$ cat src/include/pmawm_pkg.sv
// Constants and carrier types of the activity wake-up monitor
package pmawm_pkg;
  // Register indices; byte address is four times the index
  localparam logic [7:0] IDX_TIMER_SEL = 8'hE1;
  localparam logic [7:0] IDX_IRQ_LOW = 8'hE2;
  localparam logic [7:0] IDX_IRQ_HIGH = 8'hE3;
  localparam logic [7:0] IDX_DMA = 8'hE4;
  localparam logic [7:0] IDX_AREA = 8'hE5;
  localparam logic [7:0] IDX_WAKE = 8'hEE;
  localparam logic [7:0] REG_RESET = 8'h00;
  // Used enable bits of the IRQ low, IRQ high and DMA enable registers
  localparam logic [7:0] IRQ_LOW_USED = 8'hFA;
  localparam logic [7:0] IRQ_HIGH_USED = 8'hDF;
  localparam logic [7:0] DMA_USED = 8'hEF;
  // Field positions
  localparam int AREA_RANGE = 7;
  localparam int AREA_VIDEO_MEM = 6;
  localparam int AREA_VIDEO_IO = 5;
  localparam int AREA_HDD = 4;
  localparam int AREA_FDD = 3;
  localparam int AREA_KBD = 2;
  localparam int AREA_LOCAL_DEVICE_CLAIM = 1;
  localparam int AREA_LOCAL_MASTER_REQUEST = 0;
  localparam int WAKE_LOCAL_MASTER_REQUEST_EN = 7;
  localparam int TIMER_SEL_W = 3;
  // Watched addresses
  localparam logic [2:0] MEM_VIDEO_TOP = 3'h5;
  localparam logic [9:0] IO_VID_LO = 10'h3B0;
  localparam logic [9:0] IO_VID_HI = 10'h3DF;
  localparam logic [6:0] IO_HDD_BLK = 7'h3E;
  localparam logic [9:0] IO_HDD_CTL = 10'h3F6;
  localparam logic [9:0] IO_FDD = 10'h3F5;
  localparam logic [9:0] IO_KBD_DATA = 10'h060;
  localparam logic [9:0] IO_KBD_CMD = 10'h064;
  // Idle timer durations in seconds
  localparam logic [15:0] DUR_SEC_0 = 16'h000F;
  localparam logic [15:0] DUR_SEC_1 = 16'h0078;
  localparam logic [15:0] DUR_SEC_2 = 16'h012C;
  localparam logic [15:0] DUR_SEC_3 = 16'h0384;
  localparam logic [15:0] DUR_SEC_4 = 16'h0708;
  localparam logic [15:0] DUR_SEC_5 = 16'h0A8C;
  localparam logic [15:0] DUR_SEC_6 = 16'h0E10;
  localparam logic [15:0] DUR_SEC_7 = 16'h3840;
  // Bus cycle seen by the monitor
  typedef struct packed {
    logic io_access;
    logic [9:0] io_addr;
    logic mem_access;
    logic [19:0] mem_addr;
    logic range_hit;
  } pmawm_bus_t;
endpackage

$ cat src/core/pmawm_top.sv
// Activity monitor that reloads the idle timer and raises wake-up strobes
// Function
// - Enabled IRQ7..3,1 wakes in reduced power
// - Enabled IRQ in normal mode only reloads
// - Wake-up reloads timer and strobes power port
// - High enables map IRQ15,14,12..8
// - Enabled DRQ wakes in reduced power
// - Enabled DRQ in normal mode only reloads
// - Programmable range access wakes when enabled
// - Programmable range access in normal reloads
// - Area accesses wake in reduced power
// - Area accesses in normal mode only reload
// - Video memory, video ports, disk ports decoded
// - Floppy port 3F5, keyboard 60/64 decoded
// - Local device claim wakes or reloads
// - Master request wakes only with wake enable
// - Duration code selects 15s to 240min
// - Wake enable bit allows master wake
`timescale 1ns/10ps
module pmawm_top
(
  input wire logic ref_clk,
  input wire logic rst_n,
  input wire logic wb_cyc_i,
  input wire logic wb_stb_i,
  input wire logic wb_we_i,
  input wire logic [9:0] wb_adr_i,
  input wire logic [3:0] wb_sel_i,
  input wire logic [31:0] wb_dat_i,
  output logic [31:0] wb_dat_o,
  output logic wb_ack_o,
  input wire logic reduced_power_mode,
  input wire logic [15:0] irq_pin,
  input wire logic [7:0] drq_pin,
  input wire logic local_device_claim_n,
  input wire logic local_master_request_n,
  input wire pmawm_pkg::pmawm_bus_t bus_i,
  output logic global_idle_timer_reload,
  output logic power_port_strobe_n,
  output logic [15:0] global_idle_timer_sec
);
  localparam int NPIN = 26;

  // Reset release through two flops
  logic rst_s1_reg;
  logic rst_int_n;
  always_ff @(posedge ref_clk or negedge rst_n)
  begin
    if (!rst_n)
    begin
      rst_s1_reg <= 1'b0;
      rst_int_n <= 1'b0;
    end
    else
    begin
      rst_s1_reg <= 1'b1;
      rst_int_n <= rst_s1_reg;
    end
  end

  // Pin synchroniser; a level counts once stages two and three agree
  logic [NPIN-1:0] pin_raw;
  logic [NPIN-1:0] s1_reg;
  logic [NPIN-1:0] s2_reg;
  logic [NPIN-1:0] s3_reg;
  logic [NPIN-1:0] lvl_reg;
  logic [NPIN-1:0] lvl_next;
  logic [NPIN-1:0] rise;
  assign pin_raw = {~local_master_request_n, ~local_device_claim_n, drq_pin, irq_pin};
  assign lvl_next = (s2_reg & s3_reg) | (lvl_reg & (s2_reg | s3_reg));
  assign rise = lvl_next & ~lvl_reg;
  always_ff @(posedge ref_clk or negedge rst_int_n)
  begin
    if (!rst_int_n)
    begin
      s1_reg <= '0;
      s2_reg <= '0;
      s3_reg <= '0;
      lvl_reg <= '0;
    end
    else
    begin
      s1_reg <= pin_raw;
      s2_reg <= s1_reg;
      s3_reg <= s2_reg;
      lvl_reg <= lvl_next;
    end
  end

  // Enable and control registers
  logic [7:0] irq_low_activity_enable_reg;
  logic [7:0] irq_high_activity_enable_reg;
  logic [7:0] dma_request_activity_enable_reg;
  logic [7:0] device_area_monitor_enable_reg;
  logic [2:0] timer_sel_reg;
  logic wake_local_master_request_en_reg;
  logic wake_flag_reg;

  // Bus decode
  logic [7:0] idx;
  logic req;
  logic wr;
  logic rd;
  logic wr_b0;
  assign idx = wb_adr_i[9:2];
  assign req = wb_cyc_i & wb_stb_i & ~wb_ack_o;
  assign wr = req & wb_we_i;
  assign rd = req & ~wb_we_i;
  assign wr_b0 = wr & wb_sel_i[0];

  // Register writes take effect at the accepting edge
  always_ff @(posedge ref_clk or negedge rst_int_n)
  begin
    if (!rst_int_n)
    begin
      irq_low_activity_enable_reg <= pmawm_pkg::REG_RESET;
      irq_high_activity_enable_reg <= pmawm_pkg::REG_RESET;
      dma_request_activity_enable_reg <= pmawm_pkg::REG_RESET;
      device_area_monitor_enable_reg <= pmawm_pkg::REG_RESET;
      timer_sel_reg <= 3'h0;
      wake_local_master_request_en_reg <= 1'b0;
    end
    else if (wr_b0)
    begin
      // Reserved enable bits are stored but never steer logic; timer and wake keep only their used bits
      if (idx == pmawm_pkg::IDX_IRQ_LOW)
        irq_low_activity_enable_reg <= wb_dat_i[7:0];
      if (idx == pmawm_pkg::IDX_IRQ_HIGH)
        irq_high_activity_enable_reg <= wb_dat_i[7:0];
      if (idx == pmawm_pkg::IDX_DMA)
        dma_request_activity_enable_reg <= wb_dat_i[7:0];
      if (idx == pmawm_pkg::IDX_AREA)
        device_area_monitor_enable_reg <= wb_dat_i[7:0];
      if (idx == pmawm_pkg::IDX_TIMER_SEL)
        timer_sel_reg <= wb_dat_i[2:0];
      if (idx == pmawm_pkg::IDX_WAKE)
        wake_local_master_request_en_reg <= wb_dat_i[pmawm_pkg::WAKE_LOCAL_MASTER_REQUEST_EN];
    end
  end

  // Enabled IRQ activity; high map skips IRQ13
  logic [7:0] irq_lo_hit;
  logic [7:0] irq_hi_hit;
  logic [7:0] irq_hi_lines;
  logic irq_act;
  assign irq_lo_hit = rise[7:0] & irq_low_activity_enable_reg & pmawm_pkg::IRQ_LOW_USED;
  assign irq_hi_lines = {rise[15:14], 1'b0, rise[12:8]};
  assign irq_hi_hit = irq_hi_lines & irq_high_activity_enable_reg & pmawm_pkg::IRQ_HIGH_USED;
  assign irq_act = |irq_lo_hit | |irq_hi_hit;

  // Enabled DMA request activity; channel 4 is the cascade
  logic dma_act;
  assign dma_act = |(rise[23:16] & dma_request_activity_enable_reg & pmawm_pkg::DMA_USED);

  // Fixed area decoders
  logic hit_vmem;
  logic hit_vio;
  logic hit_hdd;
  logic hit_fdd;
  logic hit_kbd;
  logic [9:0] ioa;
  assign ioa = bus_i.io_addr;
  assign hit_vmem = bus_i.mem_access && bus_i.mem_addr[19:17] == pmawm_pkg::MEM_VIDEO_TOP;
  assign hit_vio = bus_i.io_access && ioa >= pmawm_pkg::IO_VID_LO && ioa <= pmawm_pkg::IO_VID_HI;
  assign hit_hdd = bus_i.io_access && (ioa[9:3] == pmawm_pkg::IO_HDD_BLK || ioa == pmawm_pkg::IO_HDD_CTL);
  assign hit_fdd = bus_i.io_access && ioa == pmawm_pkg::IO_FDD;
  assign hit_kbd = bus_i.io_access && (ioa == pmawm_pkg::IO_KBD_DATA || ioa == pmawm_pkg::IO_KBD_CMD);

  // Area and local bus activity under the monitor enables
  logic [7:0] area_raw;
  logic [7:0] area_hit;
  logic area_act;
  logic local_master_request_hit;
  assign area_raw = {bus_i.io_access & bus_i.range_hit, hit_vmem, hit_vio, hit_hdd, hit_fdd, hit_kbd,
                     rise[24], rise[25]};
  assign area_hit = area_raw & device_area_monitor_enable_reg;
  assign local_master_request_hit = area_hit[pmawm_pkg::AREA_LOCAL_MASTER_REQUEST];
  assign area_act = |area_hit;

  // Any activity reloads; master request wakes only with its enable
  logic any_act;
  logic wake_src;
  logic wake_ev;
  assign any_act = irq_act | dma_act | area_act;
  assign wake_src = irq_act | dma_act | |area_hit[7:1] | (local_master_request_hit & wake_local_master_request_en_reg);
  assign wake_ev = reduced_power_mode & wake_src;

  // One reload pulse per cycle of activity, one strobe per cycle of wake event
  always_ff @(posedge ref_clk or negedge rst_int_n)
  begin
    if (!rst_int_n)
    begin
      global_idle_timer_reload <= 1'b0;
      power_port_strobe_n <= 1'b1;
    end
    else
    begin
      global_idle_timer_reload <= any_act | wake_ev;
      power_port_strobe_n <= ~wake_ev;
    end
  end

  // Wake flag: hardware set beats the clear from a register access
  logic wake_acc;
  assign wake_acc = req & (idx == pmawm_pkg::IDX_WAKE);
  always_ff @(posedge ref_clk or negedge rst_int_n)
  begin
    if (!rst_int_n)
      wake_flag_reg <= 1'b0;
    else if (wake_ev)
      wake_flag_reg <= 1'b1;
    else if (wake_acc)
      wake_flag_reg <= 1'b0;
  end

  // Duration lookup for the idle timer
  logic [15:0] dur_next;
  always_comb
  begin
    case (timer_sel_reg)
      3'h0: dur_next = pmawm_pkg::DUR_SEC_0;
      3'h1: dur_next = pmawm_pkg::DUR_SEC_1;
      3'h2: dur_next = pmawm_pkg::DUR_SEC_2;
      3'h3: dur_next = pmawm_pkg::DUR_SEC_3;
      3'h4: dur_next = pmawm_pkg::DUR_SEC_4;
      3'h5: dur_next = pmawm_pkg::DUR_SEC_5;
      3'h6: dur_next = pmawm_pkg::DUR_SEC_6;
      default: dur_next = pmawm_pkg::DUR_SEC_7;
    endcase
  end
  always_ff @(posedge ref_clk or negedge rst_int_n)
  begin
    if (!rst_int_n)
      global_idle_timer_sec <= pmawm_pkg::DUR_SEC_0;
    else
      global_idle_timer_sec <= dur_next;
  end

  // Read mux; unmapped indices read zero
  logic [7:0] rd_byte;
  assign rd_byte = (idx == pmawm_pkg::IDX_IRQ_LOW) ? irq_low_activity_enable_reg :
                   (idx == pmawm_pkg::IDX_IRQ_HIGH) ? irq_high_activity_enable_reg :
                   (idx == pmawm_pkg::IDX_DMA) ? dma_request_activity_enable_reg :
                   (idx == pmawm_pkg::IDX_AREA) ? device_area_monitor_enable_reg :
                   (idx == pmawm_pkg::IDX_TIMER_SEL) ? {5'h00, timer_sel_reg} :
                   (idx == pmawm_pkg::IDX_WAKE) ? {wake_flag_reg, 7'h00} : 8'h00;

  // Single wait state answer; ack drops the cycle after
  always_ff @(posedge ref_clk or negedge rst_int_n)
  begin
    if (!rst_int_n)
    begin
      wb_ack_o <= 1'b0;
      wb_dat_o <= 32'h00000000;
    end
    else
    begin
      wb_ack_o <= req;
      wb_dat_o <= rd ? {24'h000000, rd_byte} : 32'h00000000;
    end
  end
endmodule

$ cat config.mk
export PLATFORM = sky130hd
export DESIGN_NAME = pmawm_top
export DESIGN_NICKNAME = d
export VERILOG_FILES = /design/src/include/pmawm_pkg.sv /design/src/core/pmawm_top.sv
export SDC_FILE = /design/constraint.sdc
export NUM_CORES = 1
export LEC_CHECK = 0
export BUFFER_PORTS_ARGS = -buffer_cell sky130_fd_sc_hd__buf_2
export CORE_AREA = 2 2 109 111
export CTS_CLUSTER_DIAMETER = 40
export DETAILED_ROUTE_END_ITERATION = 10
export DIE_AREA = 0 0 111 113
export GPL_TIMING_DRIVEN = 0
export PLACE_DENSITY = 0.84
export SYNTH_ARGS = -nofsm -noshare
export SYNTH_HDL_FRONTEND = slang
export SYNTH_SLANG_ARGS = --single-unit
$ cat constraint.sdc
create_clock -name ref_clk -period 6.3 [get_ports ref_clk]
set_clock_uncertainty 0.15 [all_clocks]
set_input_delay 0.63 -clock ref_clk [delete_from_list [all_inputs] [get_ports ref_clk]]
set_output_delay 0.63 -clock ref_clk [all_outputs]
set_load 0.05 [all_outputs]
==> summary.txt <==
Floorplanning
  • Starting Density: 49.4%
  • I/O pins: 162
  • Die W: 111 um
  • Die area: 0.0125 mm2
  • Standard-cell row count: 39
  • Core ar.: 0.0113 mm2
  • Die H: 113 um

Timing
  • Final setup vio count: 0
  • Peak Freq: 387 MHz
  • Final hold viol count: 0
  • Tmin final: 2.58 ns
  • Slew HR: 36.1%
  • Fin worst setup slack: 3.72 ns
  • Tightest Pin Transition: 0.955 ns
  • Final slew viol count: 0
  • Final period util: 41.0%
  • Unrepaired setup endpoints after global routing: no
  • Setup TNS: 0 ns

Logic synthesis
  • Mapped Area: 0.00557 mm2
  • Synth Instances: 378
  • Top_reg_cell synth: dfrtp_1
  • Avg Inst Size Synth: 14.7 um2
  • Synth Register Bits: 150
  • Post-synth EDFFs: 0
  • Synth async-reset ratio: 100%
  • Seq/Total Area, Yosys: 67.5%
  • Yosys Warn Count: 0
  • Synth cell types: 47

Critical path
  • CP delay by family, top: simple AND/OR/NAND/NOR gates
  • Worst EP required: 6.44 ns
  • CP Cell Sequence: buf_2 -> nand4b_4 -> nor4b_2 -> nand2_1 -> mux2_2
  • Buf/Inv on CP: 1
  • Worst setup SP type: input port
  • Slowest CP cell: nor4b_2
  • Crit. End Element: register
  • Crit Path Max Fanout: 9
  • Max incr delay on CP: 0.86 ns
  • CP Class: in -> reg
  • WP data arrival: 2.72 ns

Detailed routing
  • WL final: 10800 um
  • Met3 wire len: 938 um
  • DR pass1 iterations: 7
  • M1 wire length: 4510 um
  • DR vias: 3414
  • Residual DRC count: 0
  • WL/cell: 16.3 um
  • Iteration-0 DRC Markers: 213
  • Vias per cell: 5.13
  • Met2 wire length: 5280 um
  • Max layer used: met5
  • ANT nets after route: 0

GRT
  • Global route overflow: 0
  • First-pass GRT wire length: 17700 um
  • Largest net degree at the start of global routing: 59
  • Total GRT Usage: 18.2%
  • Initial antenna violation count: 2
  • Vias in the first global route: 3491

Clock network
  • H-tree depth: 4
  • CTS tree: done
  • Clk sink count: 150
  • CTS buffer count: 17
  • Clock latency on the worst-skew pair: 0.41 ns
  • CTS root buffer: clkbuf_16
  • Max Buffers Root-to-Sink: 2
  • Reg clk slew, reported paths: 0.06 ns

Job
  • Total of max-cap violations: 0

Placement
  • Placed Instances: 632
  • Place WS: 3.36 ns
  • Routability cong.: 0.832
  • Post-DP HPWL: 7490 um
  • Port bufs: 84

Finish
  • Final non-filler cell total: 665
  • Final net count: 620
  • Layout cell share with drive strength beyond 1: 37.5%
  • Commonest non-fill, non-tap cells in the layout: dfrtp_1, buf_2, mux2_2, buf_4, conb_1
  • Area Overhead vs Synth: 23.6%
  • ANT cells: 0
  • Most common cell after layout, fill and taps aside: dfrtp_1

Power
  • Leak: 3.29 nW
  • IR drop worst, VDD: 0.201 mV
  • Pwr/cell area: 303 mW/mm2

Status
  • Status: complete, no violations

Min path
  • Hold Path Class: reg -> async
-- worst reg2reg max path, stage by stage, from the launching register on --
cell and delay (ns):
dfrtp_1 0.39, nor3_1 0.77, o21ai_0 0.20, a2111oi_0 0.61
-- synth_stat cells (5+ instances only) --
cell / count / share of area (%)
dfrtp_1: 146 / 66
mux2_2: 29 / 5.9
buf_4: 28 / 3.8
nand4b_1: 23 / 3.6
maj3_1: 22 / 4.0
nand2_1: 13 / 0.88
o21ai_0: 11 / 0.99
a21oi_1: 9 / 0.81
nor2_1: 9 / 0.61
mux2_4: 8 / 2.2
a22oi_1: 6 / 0.81
clkbuf_1: 5 / 0.34
inv_1: 5 / 0.34
-- where the power goes --
group / switching, W / total, W / internal, W
Clock: 0.000375 / 0.000930 / 0.000554
Combinational: 0.0000765 / 0.000125 / 0.0000490
Sequential: 0.0000273 / 0.00103 / 0.00100
Total: 0.000479 / 0.00209 / 0.00161
-- metal layers --
metal,global-route usage (%),vias up
met2,29.5,140
li1,-,1577
met4,6.33,2
met1,23.8,1686
met3,5.41,9
met5,0,-
-- final cells by class --
type / count / area (um2)
Sequential cell: 150 / 3760
Multi-Input combinational cell: 212 / 1630
Inverter: 5 / 18.8
Clock buffer: 21 / 450
Tap cell: 143 / 179
Fill cell: 865 / 4390
Clock inverter: 11 / 104
Timing Repair Buffer: 87 / 485
Buffer: 36 / 250
-- through the flow --
step / utilization (%) / hold WS [ns] / instance area (um2) / power (W)
5_1_grt: 61.1 / 0.152 / 6880 / 0.00217
3_5_place_dp: 56.1 / 0.178 / 6320 / 0.00117
3_3_place_gp: 55.5 / 0.183 / 6260 / 0.00116
6_report: 61.1 / 0.162 / 6880 / 0.00209
2_1_floorplan: - / 0.181 / 5660 / 0.00113
4_1_cts: 61.1 / 0.155 / 6880 / 0.00211
-- cell families (layout without fill, tap and decap cells) --
family / Yosys count / in the layout / synth area share (%)
fa+ha+maj: 22 / 22 / 3.96
compound gates: 39 / 39 / 4.54
xor+xnor: 3 / 3 / 0.472
mux: 39 / 39 / 8.38
simple gates: 82 / 82 / 10.2
buf+inv: 41 / 160 / 4.83
other cells: 2 / 27 / 0.135
flops: 150 / 150 / 67.5
-- timing repair --
action | CTS | global route
hold buffers | 1 | 0
endpoints found under the hold margin | 2 | 0
gates resized for setup | 0 | 0
buffers inserted | 0 | 0
-- path summary, 6_finish.rpt --
check / from / to / slack, ns / cells past startpoint
max in group asynchronous: rst_int_n$_DFF_PN0_ / global_idle_timer_sec[3]$_DFF_PN1_ / 5.14 / 1
min reg2reg: rst_int_n$_DFF_PN0_ / s1_reg[10]$_DFF_PN0_ / 0.16 / 0
min: rst_int_n$_DFF_PN0_ / s1_reg[10]$_DFF_PN0_ / 0.16 / 0
max reg2reg: wb_ack_o$_DFF_PN0_ / wb_dat_o[7]$_DFF_PN0_ / 4.01 / 3
max: wb_adr_i[6] / device_area_monitor_enable_reg[5]$_DFFE_PN0P_ / 3.72 / 5
min in group ref_clk: drq_pin[1] / s1_reg[17]$_DFF_PN0_ / 0.17 / 1
Power figures use the tool's default switching activity.
